===== config.mk =====
export PLATFORM = sky130hd
export DESIGN_NAME = prbert_tester
export DESIGN_NICKNAME = d
export VERILOG_FILES = /design/src/common/prbert_pkg.sv /design/src/core/prbert_fifo.sv /design/src/core/prbert_tester.sv
export SDC_FILE = /design/constraint.sdc
export NUM_CORES = 1
export LEC_CHECK = 0
export ABC_CLOCK_PERIOD_IN_PS = 16860
export BUFFER_PORTS_ARGS = -buffer_cell sky130_fd_sc_hd__buf_2
export CORE_ASPECT_RATIO = 0.9
export CORE_UTILIZATION = 55
export CTS_CLUSTER_DIAMETER = 200
export DETAILED_ROUTE_END_ITERATION = 8
export PLACE_DENSITY = 0.77
export SETUP_SLACK_MARGIN = 0.05
export SLEW_MARGIN = 20
export SYNTH_ARGS = -nofsm -noshare
export SYNTH_HDL_FRONTEND = slang
export SYNTH_HIERARCHICAL = 1
export SYNTH_SLANG_ARGS = --single-unit

===== constraint.sdc =====
create_clock -name clk -period 16.86 [get_ports clk]
set_input_delay 2.529 -clock clk [delete_from_list [all_inputs] [get_ports clk]]
set_output_delay 2.529 -clock clk [all_outputs]
set_load 0.03 [all_outputs]

===== src/common/prbert_pkg.sv =====
// Shared constants, types and carriers of the PRBS-23 bit error tester.
// Assumes a single 200 MHz clock; rates come only from clock enables.
package prbert_pkg;

    // ------------------------------------------------------------------
    // Widths and timing
    // ------------------------------------------------------------------
    localparam int WORD_W = 16;
    localparam int BYTE_W = 8;
    localparam int LFSR_W = 23;
    localparam int LFSR_TAP_A = 22;
    localparam int LFSR_TAP_B = 17;
    localparam int BITS_W = 64;
    localparam int ERRS_W = 32;
    localparam int ZERO_W = 16;
    localparam int DROPS_W = 8;
    localparam int CLK_MHZ = 200;
    localparam int CLK_PERIOD_PS = 1000000 / CLK_MHZ;

    // ------------------------------------------------------------------
    // Lock thresholds and bit count step
    // ------------------------------------------------------------------
    localparam logic [ZERO_W-1:0] ZERO_LOSS_LIMIT = 16'h003F;
    localparam logic [ZERO_W-1:0] ZERO_ACQ_LIMIT = 16'h0018;
    localparam logic [3:0] ACQ_BYTES = 4'hA;
    localparam logic [5:0] TRACK_BYTES = 6'h20;
    localparam logic [ERRS_W-1:0] TRACK_ERR_LIMIT = 32'h0000_0020;
    localparam logic [BITS_W-1:0] BITS_PER_BYTE = 64'h0000_0000_0000_0008;

    // ------------------------------------------------------------------
    // State machines
    // ------------------------------------------------------------------
    typedef enum logic [1:0] {
        PRBERT_SPLIT_UPPER = 2'b00,
        PRBERT_SPLIT_LOWER = 2'b01
    } prbert_split_e;

    typedef enum logic [2:0] {
        PRBERT_LOCK_IDLE = 3'b000,
        PRBERT_LOCK_WAIT = 3'b001,
        PRBERT_LOCK_ACQ = 3'b010,
        PRBERT_LOCK_TRACK = 3'b011,
        PRBERT_LOCK_CHECK = 3'b100,
        PRBERT_LOCK_LOST = 3'b101
    } prbert_lock_e;

    // ------------------------------------------------------------------
    // Carriers
    // ------------------------------------------------------------------
    typedef struct packed {
        logic lock_dropped;
        logic [DROPS_W-1:0] lock_drop_total;
        logic [1:0] fsm_fault_pair;
    } prbert_status_s;

    typedef struct packed {
        logic [BITS_W-1:0] bits;
        logic [ERRS_W-1:0] errors;
    } prbert_counts_s;

endpackage : prbert_pkg


===== src/core/prbert_fifo.sv =====
// Small valid/ready FIFO built from flip-flops.
// Assumes both sides share clk and the clock enable.
`timescale 1ns/1ps
module prbert_fifo #(
    parameter int WIDTH = 16,
    parameter int DEPTH = 4
) (
    // Clock and reset
    input wire logic clk,
    input wire logic resetn,
    input wire logic ce,
    // Fill side
    input wire logic in_valid,
    output logic in_ready,
    input wire logic [WIDTH-1:0] in_data,
    // Drain side
    output logic out_valid,
    input wire logic out_ready,
    output logic [WIDTH-1:0] out_data
);
    localparam int AW = (DEPTH > 1) ? $clog2(DEPTH) : 1;

    initial begin
        if (DEPTH < 2 || (DEPTH & (DEPTH - 1)) != 0) begin
            $error("FIFO depth must be a power of two of at least 2.");
        end
    end

    typedef struct packed {
        logic [DEPTH-1:0][WIDTH-1:0] mem;
        logic [AW-1:0] wr;
        logic [AW-1:0] rd;
        logic [AW:0] cnt;
    } prbert_fifo_s;

    prbert_fifo_s st_q, st_d;
    logic push, pop;

    assign in_ready = (st_q.cnt != (AW+1)'(DEPTH));
    assign out_valid = (st_q.cnt != '0);
    assign out_data = st_q.mem[st_q.rd];
    assign push = in_valid && in_ready;
    assign pop = out_valid && out_ready;

    always_comb begin
        st_d = st_q;
        if (push) begin
            st_d.mem[st_q.wr] = in_data;
            st_d.wr = st_q.wr + 1'b1;
        end
        if (pop) begin
            st_d.rd = st_q.rd + 1'b1;
        end
        st_d.cnt = st_q.cnt + (AW+1)'(push) - (AW+1)'(pop);
    end

    always_ff @(posedge clk or negedge resetn) begin
        if (!resetn) begin
            st_q <= '0;
        end else if (ce) begin
            st_q <= st_d;
        end
    end
endmodule : prbert_fifo


===== src/core/prbert_tester.sv =====
// PRBS-23 receive bit error tester: word split, local generator, lock control, counters.
// Assumes rx_word arrives from logic on clk, qualified by word_rate_enable.
`timescale 1ns/1ps
module prbert_tester (
    // Clock, reset, freeze
    input wire logic clk,
    input wire logic resetn,
    input wire logic ce,
    // Rate enables
    input wire logic byte_rate_enable,
    input wire logic word_rate_enable,
    // Control
    input wire logic tester_enable,
    input wire logic flag_clear,
    // Received data
    input wire logic [prbert_pkg::WORD_W-1:0] rx_word,
    output logic rx_ready,
    // Status
    output logic locked,
    output prbert_pkg::prbert_status_s status,
    output prbert_pkg::prbert_counts_s counts
);
    localparam int BW = prbert_pkg::BYTE_W;
    localparam int LW = prbert_pkg::LFSR_W;

    typedef struct packed {
        prbert_pkg::prbert_split_e split;
        logic [BW-1:0] lo_byte;
        logic have_byte;
        logic [BW-1:0] cur_byte;
        logic cur_valid;
        logic [LW-1:0] lfsr;
        prbert_pkg::prbert_lock_e lock;
        logic [3:0] acq_cnt;
        logic [5:0] win_cnt;
        logic [prbert_pkg::ERRS_W-1:0] win_errs;
        logic acq_bad;
        logic [prbert_pkg::ZERO_W-1:0] zero_run;
        logic locked;
        prbert_pkg::prbert_status_s status;
        prbert_pkg::prbert_counts_s counts;
    } prbert_state_s;

    prbert_state_s st_q, st_d;

    logic fifo_valid, fifo_pop;
    logic [prbert_pkg::WORD_W-1:0] fifo_word;

    // ------------------------------------------------------------------
    // Word buffer
    // ------------------------------------------------------------------
    // Words are taken on the word enable; the FIFO absorbs jitter between
    // word arrival and the byte enables that drain it.
    prbert_fifo #(
        .WIDTH(prbert_pkg::WORD_W),
        .DEPTH(4)
    ) u_fifo (
        .clk(clk),
        .resetn(resetn),
        .ce(ce),
        .in_valid(word_rate_enable),
        .in_ready(rx_ready),
        .in_data(rx_word),
        .out_valid(fifo_valid),
        .out_ready(fifo_pop),
        .out_data(fifo_word)
    );

    assign fifo_pop = byte_rate_enable && !st_q.have_byte
                      && st_q.split == prbert_pkg::PRBERT_SPLIT_UPPER;

    // Generator advanced by eight bits; returns the new register.
    function automatic logic [LW-1:0] lfsr_step8(input logic [LW-1:0] s);
        logic [LW-1:0] r;
        r = s;
        for (int i = 0; i < BW; i++) begin
            r = {r[LW-2:0], r[prbert_pkg::LFSR_TAP_A] ^ r[prbert_pkg::LFSR_TAP_B]};
        end
        return r;
    endfunction : lfsr_step8

    function automatic logic [3:0] popcount_table(input logic [3:0] n);
        logic [3:0] c;
        c = 4'h0;
        for (int i = 0; i < 4; i++) begin
            c = c + {3'h0, n[i]};
        end
        return c;
    endfunction : popcount_table

    logic [LW-1:0] lfsr_next;
    logic [BW-1:0] lfsr_byte;
    logic [3:0] upper_mismatch, lower_mismatch;
    logic [prbert_pkg::ERRS_W-1:0] byte_errs;

    assign lfsr_next = lfsr_step8(st_q.lfsr);
    assign lfsr_byte = lfsr_next[BW-1:0];
    assign upper_mismatch = st_q.cur_byte[7:4] ^ lfsr_byte[7:4];
    assign lower_mismatch = st_q.cur_byte[3:0] ^ lfsr_byte[3:0];
    assign byte_errs = 32'(popcount_table(upper_mismatch))
                       + 32'(popcount_table(lower_mismatch));

    // ------------------------------------------------------------------
    // Next state
    // ------------------------------------------------------------------
    always_comb begin
        logic zero_acc;
        logic [prbert_pkg::ZERO_W-1:0] zr;
        st_d = st_q;
        zero_acc = 1'b0;
        zr = st_q.zero_run;
        st_d.cur_valid = 1'b0;
        if (flag_clear) begin
            st_d.status.fsm_fault_pair = 2'b00;
            st_d.status.lock_dropped = 1'b0;
        end
        // Byte split: upper byte first, lower held for the next byte enable.
        if (byte_rate_enable) begin
            case (st_q.split)
                prbert_pkg::PRBERT_SPLIT_UPPER: begin
                    if (fifo_valid) begin
                        st_d.cur_byte = fifo_word[15:8];
                        st_d.cur_valid = 1'b1;
                        st_d.lo_byte = fifo_word[7:0];
                        st_d.split = prbert_pkg::PRBERT_SPLIT_LOWER;
                    end
                end
                prbert_pkg::PRBERT_SPLIT_LOWER: begin
                    st_d.cur_byte = st_q.lo_byte;
                    st_d.cur_valid = 1'b1;
                    st_d.split = prbert_pkg::PRBERT_SPLIT_UPPER;
                end
                default: begin
                    st_d.split = prbert_pkg::PRBERT_SPLIT_UPPER;
                    st_d.status.fsm_fault_pair[1] = 1'b1;
                end
            endcase
        end
        // Checker works on the byte captured the cycle before.
        if (st_q.cur_valid) begin
            for (int i = BW - 1; i >= 0; i--) begin
                if (st_q.cur_byte[i]) begin
                    zr = '0;
                end else if (zr != '1) begin
                    zr = zr + 1'b1;
                end
                if (zr >= prbert_pkg::ZERO_ACQ_LIMIT) begin
                    zero_acc = 1'b1;
                end
            end
            st_d.zero_run = zr;
            if (st_q.locked) begin
                st_d.lfsr = lfsr_next;
                st_d.counts.bits = st_q.counts.bits + prbert_pkg::BITS_PER_BYTE;
                st_d.counts.errors = st_q.counts.errors + byte_errs;
                st_d.win_errs = st_q.win_errs + byte_errs;
            end else begin
                st_d.lfsr = {st_q.lfsr[LW-BW-1:0], st_q.cur_byte};
            end
        end
        case (st_q.lock)
            prbert_pkg::PRBERT_LOCK_IDLE: begin
                st_d.locked = 1'b0;
                if (tester_enable) begin
                    st_d.lock = prbert_pkg::PRBERT_LOCK_WAIT;
                end
            end
            prbert_pkg::PRBERT_LOCK_WAIT: begin
                st_d.acq_cnt = '0;
                st_d.acq_bad = 1'b0;
                st_d.lock = prbert_pkg::PRBERT_LOCK_ACQ;
            end
            prbert_pkg::PRBERT_LOCK_ACQ: begin
                if (st_q.cur_valid) begin
                    // Seeded bytes: after three the register predicts the data.
                    if (st_q.acq_cnt >= 4'h3 && byte_errs != '0) begin
                        st_d.acq_bad = 1'b1;
                    end
                    st_d.acq_cnt = st_q.acq_cnt + 1'b1;
                    if (zero_acc) begin
                        st_d.lock = prbert_pkg::PRBERT_LOCK_IDLE;
                    end else if (st_d.acq_cnt == prbert_pkg::ACQ_BYTES) begin
                        if (st_d.acq_bad) begin
                            st_d.lock = prbert_pkg::PRBERT_LOCK_IDLE;
                        end else begin
                            st_d.lock = prbert_pkg::PRBERT_LOCK_TRACK;
                            st_d.locked = 1'b1;
                            st_d.win_cnt = '0;
                            st_d.win_errs = '0;
                        end
                    end
                end
            end
            prbert_pkg::PRBERT_LOCK_TRACK: begin
                if (st_q.zero_run > prbert_pkg::ZERO_LOSS_LIMIT) begin
                    st_d.lock = prbert_pkg::PRBERT_LOCK_LOST;
                end else if (st_q.cur_valid) begin
                    st_d.win_cnt = st_q.win_cnt + 1'b1;
                    if (st_d.win_cnt == prbert_pkg::TRACK_BYTES) begin
                        st_d.lock = prbert_pkg::PRBERT_LOCK_CHECK;
                    end
                end
            end
            prbert_pkg::PRBERT_LOCK_CHECK: begin
                if (st_q.win_errs > prbert_pkg::TRACK_ERR_LIMIT) begin
                    st_d.lock = prbert_pkg::PRBERT_LOCK_LOST;
                end else begin
                    st_d.lock = prbert_pkg::PRBERT_LOCK_TRACK;
                end
                st_d.win_cnt = '0;
                st_d.win_errs = (st_q.cur_valid && st_q.locked) ? byte_errs : '0;
            end
            prbert_pkg::PRBERT_LOCK_LOST: begin
                // Totals are left alone so the next lock continues them.
                st_d.locked = 1'b0;
                st_d.status.lock_dropped = 1'b1;
                st_d.status.lock_drop_total = st_q.status.lock_drop_total + 1'b1;
                st_d.lock = prbert_pkg::PRBERT_LOCK_IDLE;
            end
            default: begin
                st_d.locked = 1'b0;
                st_d.lock = prbert_pkg::PRBERT_LOCK_IDLE;
                st_d.status.fsm_fault_pair[0] = 1'b1;
            end
        endcase
        if (!tester_enable) begin
            st_d.lock = prbert_pkg::PRBERT_LOCK_IDLE;
            st_d.locked = 1'b0;
        end
    end

    // All state on the one clock; ce freezes everything.
    always_ff @(posedge clk or negedge resetn) begin
        if (!resetn) begin
            st_q <= '0;
        end else if (ce) begin
            st_q <= st_d;
        end
    end

    assign locked = st_q.locked;
    assign status = st_q.status;
    assign counts = st_q.counts;
endmodule : prbert_tester


* Word level (Yosys, flattened, before mapping)
Cells that the tools add are included.
Storage, ports and cells: bits in registers 283, input port bits 23, output and inout bits 109, word-level logic and storage cells 219
Cells by class: add/sub/neg operators 25, magnitude comparators 14, equal/unequal tests 33, mux-type cells 81, bitwise logic cells 10, reductions and logical operators 31
Operator list (count):
- $mux W16 | 26
- $add A16 B1 Y16 const B | 8
- $ge A16 B5 Y1 const B | 8
- $ne A16 B16 Y1 const B | 8
- $mux W38 | 3
- $add A32 B5 Y32 | 2
- $add A64 B4 Y64 const B | 1
- $bwmux W64 | 1
- $mux W32 | 2
- $pmux W32 S2 | 1
- $mux W46 | 1
- $bmux W16 S2 | 1
- $demux W16 S2 | 1
- $gt A32 B6 Y1 const B | 1
- $reduce_bool A32 Y1 | 1
- $mux W1 | 22
- $mux W3 | 7
- $mux W9 | 2
- $pmux W6 S3 | 1
- $pmux W9 S2 | 1
- $gt A16 B6 Y1 const B | 1
- $ne A3 B3 Y1 const B | 5
- $pmux W3 S5 | 1
- $ne A2 B2 Y1 const B | 7
- 44 further kinds | 82

* Logic depth before layout (Yosys ltp)
Gate-level depths: netlist of run 1.
word-level depth 39, depth in mapped cells 64, gate-level depth less buffers 55

* Cells and area by module
The synthesis of run 1 kept the hierarchy.
By module, submodules not included:
- prbert_tester | times used 1, cells an instance 1962, area each 16492.1 µm², seq. area each 5205.0 µm²
- prbert_fifo | times used 1, cells an instance 197, area each 3246.9 µm², seq. area each 1776.7 µm²

* Worst setup path after synthesis of run 1
Ideal clock, no wire load.
kind flip-flop to flip-flop, start register st_q[108] (netlist name), end register st_q[161] (netlist name), setup time 125 ps, arrival time 12739 ps, data required time 16735 ps, path slack 3996 ps, cell stages (with the launch flop) 63, path buffers 7, period minus slack after synthesis 12864 ps, path through dfrtp_1 -> ha_1 -> buf_2 -> nand3_2 -> nor4_1 -> xnor2_1 -> nand2_1 -> inv_1 -> ha_1 -> inv_1 -> nor3_1 -> and3_1 -> buf_2 -> a21oi_1 -> or3_1 -> inv_1 -> ha_1 -> nand3_1 -> (+27 left out) -> nor4_1 -> nor2_1 -> nor3_1 -> ha_1 -> nand2_1 -> a211o_1 -> clkbuf_1 -> nor4b_4 -> nor2_1 -> nor3_1 -> ha_1 -> and2_1 -> o211ai_1 -> o311ai_1 -> a21oi_2 -> o311ai_2 -> or4_1 -> nand3_1
On the way: word-level cells in the longest chain between the ends 37, elaborated cells on any way between the ends 61, those cells by class 8 x add/sub; 9 x order compare; 10 x eq/ne; 33 x mux; 1 x reduce/logical
Ends and longest elaborated chain:
- start, declared | line prbert_tester.sv:44 | prbert_state_s st_q, st_d;
- start signal, assigned | line prbert_tester.sv:237 | st_q <= st_d;
- $add A16 B1 Y16 or $ne A16 B16 Y1 (tied branches) | line prbert_tester.sv:145, prbert_tester.sv:144
- $mux W16 | line prbert_tester.sv:144 | end else if (zr != '1) begin
- $mux W16 | line prbert_tester.sv:142 | if (st_q.cur_byte[i]) begin
- $mux W16 | line prbert_tester.sv:140 | if (st_q.cur_valid) begin
- $add A16 B1 Y16 or $ne A16 B16 Y1 (tied branches) | line prbert_tester.sv:145, prbert_tester.sv:144
- $mux W16 | line prbert_tester.sv:144
- $mux W16 | line prbert_tester.sv:142
- $mux W16 | line prbert_tester.sv:140
- (+21 left out)
- $mux W16 | line prbert_tester.sv:144
- $mux W16 | line prbert_tester.sv:142
- $mux W16 | line prbert_tester.sv:140
- $ge A16 B5 Y1 | line prbert_tester.sv:147 | if (zr >= prbert_pkg::ZERO_ACQ_LIMIT) begin
- $mux W1 | line prbert_tester.sv:147
- $mux W1 | line prbert_tester.sv:140
- $ne A2 B2 Y1 (no line)
- $reduce_and A8 Y1 (no line) (*)
Every way passes the cells marked *; elsewhere a longest branch is shown, timed or not. The select of a mux whose other input is x is not followed. A chain may end at the register's enable or synchronous reset.

* Worst setup path in the final report of run 1
start register st_q[108] (netlist name), end register st_q[128] (netlist name)
On the way: word-level cells in the longest chain between the ends 38, elaborated cells on any way between the ends 60, those cells by class 8 x add/sub; 8 x order compare; 8 x eq/ne; 36 x mux
Ends and longest elaborated chain:
- $add A16 B1 Y16 or $ne A16 B16 Y1 (tied branches) | line prbert_tester.sv:145, prbert_tester.sv:144
- $mux W16 (*) | line prbert_tester.sv:144
- $mux W16 (*) | line prbert_tester.sv:142
- $mux W16 (*) | line prbert_tester.sv:140
- $add A16 B1 Y16 or $ne A16 B16 Y1 (tied branches) | line prbert_tester.sv:145, prbert_tester.sv:144
- $mux W16 | line prbert_tester.sv:144
- $mux W16 | line prbert_tester.sv:142
- $mux W16 | line prbert_tester.sv:140
- (+22 left out)
- $mux W16 | line prbert_tester.sv:142
- $mux W16 | line prbert_tester.sv:140
- $ge A16 B5 Y1 | line prbert_tester.sv:147
- $mux W1 (*) | line prbert_tester.sv:147
- $mux W1 (*) | line prbert_tester.sv:140
- $mux W38 (*) | line prbert_tester.sv:180 | if (zero_acc) begin
- $mux W46 (*) | line prbert_tester.sv:174 | if (st_q.cur_valid) begin
- $pmux W32 S2 (*) | line prbert_tester.sv:161 | case (st_q.lock)
Marked as above.

==> impl_metrics.csv, run 1 <==
group,metric,value,unit
drt,ant_nets,0,
min_path,worstHoldPathCells,1,
worst_setup_path,slowest_stage,"or4_1",
min_path,min_from,"counts[95]",
synthesis,synth_top_cell_by_area,"dfrtp_1",
drt,wl,50100,um
synthesis,synth_top_family_by_area,"simple AND/OR/NAND/NOR gates",
job,cap_violations,0,
floorplanning,dieArea,36700,um2
drt,wl_met2,23300,um
clock_tree,path_clk_slew,0.07,ns
synthesis,ys_seq_area_share,35.4,%
drt,post_drt_wl_per_cell,19.0,um
power,power_density,168,nW/um2
worst_setup_path,arrival,15.64,ns
cells_and_area,layout-drive-gt1-share,18.0,%
sta,tightest_slew,1.07,ns
placement,io_buffer_count,128,
worst_setup_path,cpMostUsedCell,"ha_1",
placement,gp_congestion,0.950,
grt,grt_pass1_vias,15900,
synthesis,synth_xor_area_share,8.47,%
synthesis,ys_seq_elements,279,
power,finalPower,3530,uW
synthesis,syn_area,19700,um2
sta,holdWs,0.474,ns
sta,post-route-period-util,89.8,%
synthesis,async_flop_share,100,%
worst_setup_path,cp-start-kind,"register",
worst_setup_path,critPathBufInv,2,
drt,dr.pass1.iters,6,
drt,wl_met3,3380,um
drt,viasPerCell,6.23,
cells_and_area,n_fill_cell,2953,
floorplanning,core,35200,um2
grt,grt_max_degree,77,
clock_tree,cts_max_path_buffers,3,
status,status,"completed",
worst_setup_path,worstPathMaxFanout,29,
placement,dp_hpwl,36900,um
sta,maxSlewHeadroom,28.8,%
grt,grt_pass1_wl,82700,um
synthesis,synthFlopType,"dfrtp_1",
grt,antenna_found_initial,0,
synthesis,yosys_warnings,6,
cells_and_area,antennaDiodeCount,0,
synthesis,synth_top_area_share,35.4,%
power,peakVddDrop,310,uV
clock_tree,cts_max_level,1,
synthesis,synthTopCellsByArea,"dfrtp_1 (35%), xnor2_1 (6.4%), mux2_2 (5.3%), nand2_1 (4.3%), buf_4 (4.2%)",
clock_tree,clockRootBuffer,"clkbuf_16",
worst_setup_path,required,17.36,ns
sta,fin_setup_tns,0,ns
worst_setup_path,r2r_start,"st_q[108]",
worst_setup_path,end_kind,"register",
drt,m1WireLength,22400,um
synthesis,synthAdderAreaFrac,3.11,%
drt,top_layer,"met4",
drt,drc,0,
min_path,hold_end,"counts[95]",
drt,num_vias,16400,
power,p_leak,0.00872,uW
clock_tree,cts_sinks,279,
synthesis,synthMuxAreaShare,7.79,%
synthesis,postSynthCellCount,2159,
floorplanning,num_io_pins,132,
synthesis,synthSimpleGateAreaFrac,23.3,%
sta,final_hold_viol_count,0,
floorplanning,die_w,202,um
worst_setup_path,r2r_setup_slack,1.71,ns
synthesis,yosysUniqueCellTypes,119,
synthesis,postSynthAreaPerCell,9.14,um2
synthesis,synth_compound_area_share,14.9,%
worst_setup_path,worstReg2RegEnd,"st_q[128]",
sta,skew,0.0420,ns
worst_setup_path,path_depth,54,
grt,overflow,0,
floorplanning,initial_utilization,56.1,%
sta,slew_viol_final,0,
grt,gr-usage-all-layers,27.1,%
clock_tree,numCtsBuffers,30,
clock_tree,clk_latency,0.59,ns
clock_tree,cts_tree,"built",
cells_and_area,synthToLayoutAreaGrowth,6.43,%
drt,drtIter0Drc,1324,
worst_setup_path,reg2reg_depth,54,
min_path,hold_path_class,"reg2reg",
floorplanning,num_rows,65,
sta,min_period,15.15,ns
sta,rsz0062_at_grt,"no",
floorplanning,fp.dieH,182,um
sta,setup_viol,0,
sta,maxClockFrequency,66.0,MHz
worst_setup_path,slowest_delay,0.54,ns
synthesis,synth_edf_count,0,
worst_setup_path,critPathKind,"reg2reg",
cells_and_area,layout.nets,2210,
worst_setup_path,crit_family,"simple AND/OR/NAND/NOR gates",
clock_tree,post_cts_buffers,0,
==> worst register-to-register path, delay by kind of cell (launching register included) <==
| family | cells | cell delay, ns |
|---|---|---|
| multiplexers | 1 | 0.13 |
| AND/OR/NAND/NOR | 32 | 9.01 |
| buffers and inverters | 2 | 0.21 |
| XOR/XNOR | 1 | 0.12 |
| adder cells (fa/ha/maj) | 8 | 2.36 |
| flip-flops | 1 | 0.46 |
| AO/OA/AOI/OAI | 10 | 2.77 |
==> Yosys cell counts (46+ instances only) <==
cell / n
nand4_1: 59
o21ai_0: 74
nand3_1: 94
xnor2_1: 145
xor2_1: 46
clkbuf_1: 48
dfrtp_1: 279
a21oi_1: 79
nor2_1: 178
mux2_2: 93
nand2_1: 227
inv_1: 49
nor3_1: 54
buf_4: 111
==> per-layer routing <==
layer	track usage, %	vias to the layer above
li1	-	7701
met1	37.9	8066
met2	43.8	569
met3	4.58	84
met4	6.73	0
met5	0	-
==> where the power goes <==
group / total (uW) / switching, uW / internal, uW
logic: 1810 / 1000 / 809
registers: 988 / 167 / 820
clock network: 729 / 289 / 439
==> area by class of cell <==
type                    count  area [um2]  area share, %
inverters                  51         191          0.911
clock buffers              36         813           3.87
well taps                 469         587           2.79
multi-input cells        1639       11400           54.2
repair buffers            142         756           3.60
clock inverters            19         294           1.40
flip-flops and latches    279        6980           33.2
==> layout by cell type (no fill, tap or decap), types with 31 or more instances in the layout <==
| cell type | synthesis | layout |
|---|---|---|
| nand2_1 | 227 | 227 |
| xnor2_1 | 145 | 145 |
| ha_1 | 37 | 37 |
| dfrtp_1 | 279 | 279 |
| o21ai_0 | 74 | 74 |
| buf_2 | 22 | 127 |
| a21oi_1 | 79 | 79 |
| mux2_2 | 93 | 93 |
| and3_1 | 45 | 45 |
| nor3_1 | 54 | 53 |
| inv_1 | 49 | 49 |
| nand4_1 | 59 | 59 |
| xor2_1 | 46 | 46 |
| nand3_1 | 94 | 94 |
| nor2_1 | 178 | 178 |
| and4_1 | 31 | 31 |
==> flip-flops by register name, summed over array words and instances (netlist names) <==
signal	cells
locked	1
status	11
st_q	88
counts	93
u_fifo/st_q	71
lfsr_next	15
==> through the flow <==
step	instance area, um2	setup WS [ns]	utilization [%]	cells
2_1_floorplan	19700	4.00	-	2161
3_3_place_gp	19900	1.87	56.5	2580
3_5_place_dp	19900	1.46	56.5	2580
4_1_cts	21000	1.36	59.6	2635
5_1_grt	21000	0.300	59.7	2635
6_report	21000	1.71	59.7	2635
==> worst max path at each step <==
stage	to	startpoint
2_1_floorplan	st_q[161]	st_q[108]
4_1_cts	st_q[128]	st_q[108]
3_5_place_dp	st_q[128]	st_q[108]
3_3_place_gp	st_q[128]	st_q[108]
5_1_grt	st_q[128]	st_q[108]
6_report	st_q[128]	st_q[108]
==> logic make-up (layout without fill, tap and decap cells) <==
kind of cell | after synthesis | after routing
simple gates | 867 | 867
flops | 279 | 279
xor+xnor | 191 | 191
mux | 122 | 122
buf+inv | 243 | 248
fa+ha+maj | 45 | 45
compound gates | 411 | 411
other cells | 1 | 3
==> repair_timing <==
| item | CTS | global route |
|---|---|---|
| resized for setup | 0 | 3 |
| endpoints found under the setup margin | 0 | 31 |
| hold buffers | 0 | 0 |
(Power assumes the default switching activity.)
==> inputs of run 2 (changes only) <==
Settings changed: ABC_CLOCK_PERIOD_IN_PS 16860 to 18350, GPL_TIMING_DRIVEN from default to 0.
Clock period 16.86 ns to 18.35 ns, I/O delays scaled along.
==> impl_metrics.csv, run 2 (same netlist as run 1, synthesis figures left out) <==
group,metric,value,unit
job,cap_violations,0,
cells_and_area,layout.nets,2390,
clock_tree,ctsHoldBuffers,0,
sta,slew_viol_final,0,
worst_setup_path,r2r_start,"st_q[108]",
sta,setup_viol,0,
sta,maxSlewHeadroom,26.9,%
clock_tree,path_clk_slew,0.06,ns
power,power_density,147,nW/um2
power,p_leak,0.00942,uW
status,status,"completed",
power,finalPower,3240,uW
clock_tree,cts_sinks,279,
placement,gp_congestion,0.941,
clock_tree,cts_max_path_buffers,3,
cells_and_area,largest_register_ffs,93,
worst_setup_path,reg2reg_depth,61,
min_path,hold_path_class,"reg2reg",
worst_setup_path,arrival,16.96,ns
placement,io_buffer_count,128,
clock_tree,cts_tree,"built",
cells_and_area,n_fill_cell,2928,
worst_setup_path,worstPathMaxFanout,9,
drt,ant_nets,0,
power,peakVddDrop,261,uV
worst_setup_path,r2r_setup_slack,1.87,ns
cells_and_area,multi_input_area,11400,um2
grt,grt_pass1_vias,16600,
clock_tree,clk_latency,0.59,ns
worst_setup_path,slowest_stage,"nor4_1",
drt,post_drt_wl_per_cell,18.6,um
sta,rsz0062_at_grt,"no",
floorplanning,die_w,202,um
clock_tree,post_cts_buffers,0,
cells_and_area,layout-drive-gt1-share,21.6,%
drt,num_vias,17100,
floorplanning,core,35200,um2
sta,skew,0.0473,ns
worst_setup_path,cpMostUsedCell,"ha_1",
sta,fin_ws,1.87,ns
cells_and_area,fin_util,62.5,%
cells_and_area,layout_commonest_cell,"dfrtp_1",
drt,wl,52400,um
sta,tightest_slew,1.09,ns
floorplanning,num_rows,65,
clock_tree,numCtsBuffers,30,
grt,gr-usage-all-layers,28.5,%
clock_tree,cts_resized,0,
grt,antenna_found_initial,2,
worst_setup_path,critPathCapture,"st_q[161]",
cells_and_area,synthToLayoutAreaGrowth,11.6,%
floorplanning,num_io_pins,132,
drt,viasPerCell,6.08,
floorplanning,fp.dieH,182,um
worst_setup_path,cp-start-kind,"register",
placement,place_inst,2760,
sta,post-route-period-util,89.8,%
placement,dp_hpwl,39200,um
cells_and_area,instances_no_fill,2816,
grt,overflow,0,
worst_setup_path,worstReg2RegEnd,"st_q[161]",
clock_tree,cts_max_level,1,
worst_setup_path,critPathKind,"reg2reg",
cells_and_area,area.sequential,6980,um2
worst_setup_path,required,18.83,ns
grt,grt_pass1_wl,85900,um
worst_setup_path,end_kind,"register",
worst_setup_path,slowest_delay,0.76,ns
floorplanning,initial_utilization,56.1,%
clock_tree,clockRootBuffer,"clkbuf_16",
cells_and_area,layout_common_cells,"dfrtp_1 (279), nand2_1 (227), nor2_1 (178), buf_2 (149), xnor2_1 (145)",
sta,fin_setup_tns,0,ns
grt,grt_max_degree,102,
floorplanning,dieArea,36700,um2
sta,min_period,16.48,ns
worst_setup_path,worstSetupStartpoint,"st_q[108]",
drt,dr.pass1.iters,5,
drt,drc,0,
placement,post-place-ws,2.20,ns
min_path,min_from,"counts[31]",
sta,final_hold_viol_count,0,
drt,drtIter0Drc,1416,
sta,maxClockFrequency,60.7,MHz
-- run 2: cell types whose count changed in the layout (fill, tap and decap cells not counted), sizes merged --
cell,previous run,this run
inv,52,51
clkinvlp,2,1
buf,142,273
clkinv,10,9
diode,0,2
clkbuf,36,91
bufinv,6,2
-- run 2: worst max-delay path, delay by kind of cell (launching register included) --
family	cells	cell delay (ns)
AND/OR/NAND/NOR	34	9.51
multiplexers	1	0.15
adder cells (fa/ha/maj)	8	2.00
buffers and inverters	9	1.78
AO/OA/AOI/OAI	7	2.09
XOR/XNOR	2	0.29
flip-flops	1	0.51
-- run 2: layout make-up --
cell class	instances	area share, %
clock buffer	42	3.79
inverter	51	0.869
clock inverter	12	0.659
timing repair buffer	130	3.20
antenna	2	0.0227
multi-input combinational	1639	51.6
sequential	279	31.7
tap	469	2.66
buffer	192	5.48
-- run 2: metrics by stage --
stage | hold slack, ns | area, um2
6_report | 0.470 | 22000
5_1_grt | 0.475 | 22000
4_1_cts | 0.471 | 22000
3_5_place_dp | 0.460 | 21000
3_3_place_gp | 0.460 | 21000
2_1_floorplan | 0.443 | 19700
-- run 2: how the worst min path moves through the flow --
stage,end,slack (ns),depth (start not counted)
floorplan,counts[31],0.44,1
global placement,lfsr_next[15],0.46,2
detailed placement,counts[31],0.46,1
CTS,counts[31],0.47,1
global route,counts[31],0.48,1
finish,counts[31],0.47,1
-- run 2: per-layer routing --
metal / vias up / GRT usage [%] / wire (um)
met2: 617 / 46.1 / 24200
met5: - / 0 / 0
li1: 8072 / - / -
met3: 104 / 5.51 / 3810
met1: 8322 / 39.0 / 23000
met4: 0 / 8.27 / 1380
-- run 2: where the power goes --
part / internal, uW / total, uW / switching (uW)
Clock: 347 / 597 / 250
Combinational: 764 / 1780 / 1020
Sequential: 755 / 854 / 99.0
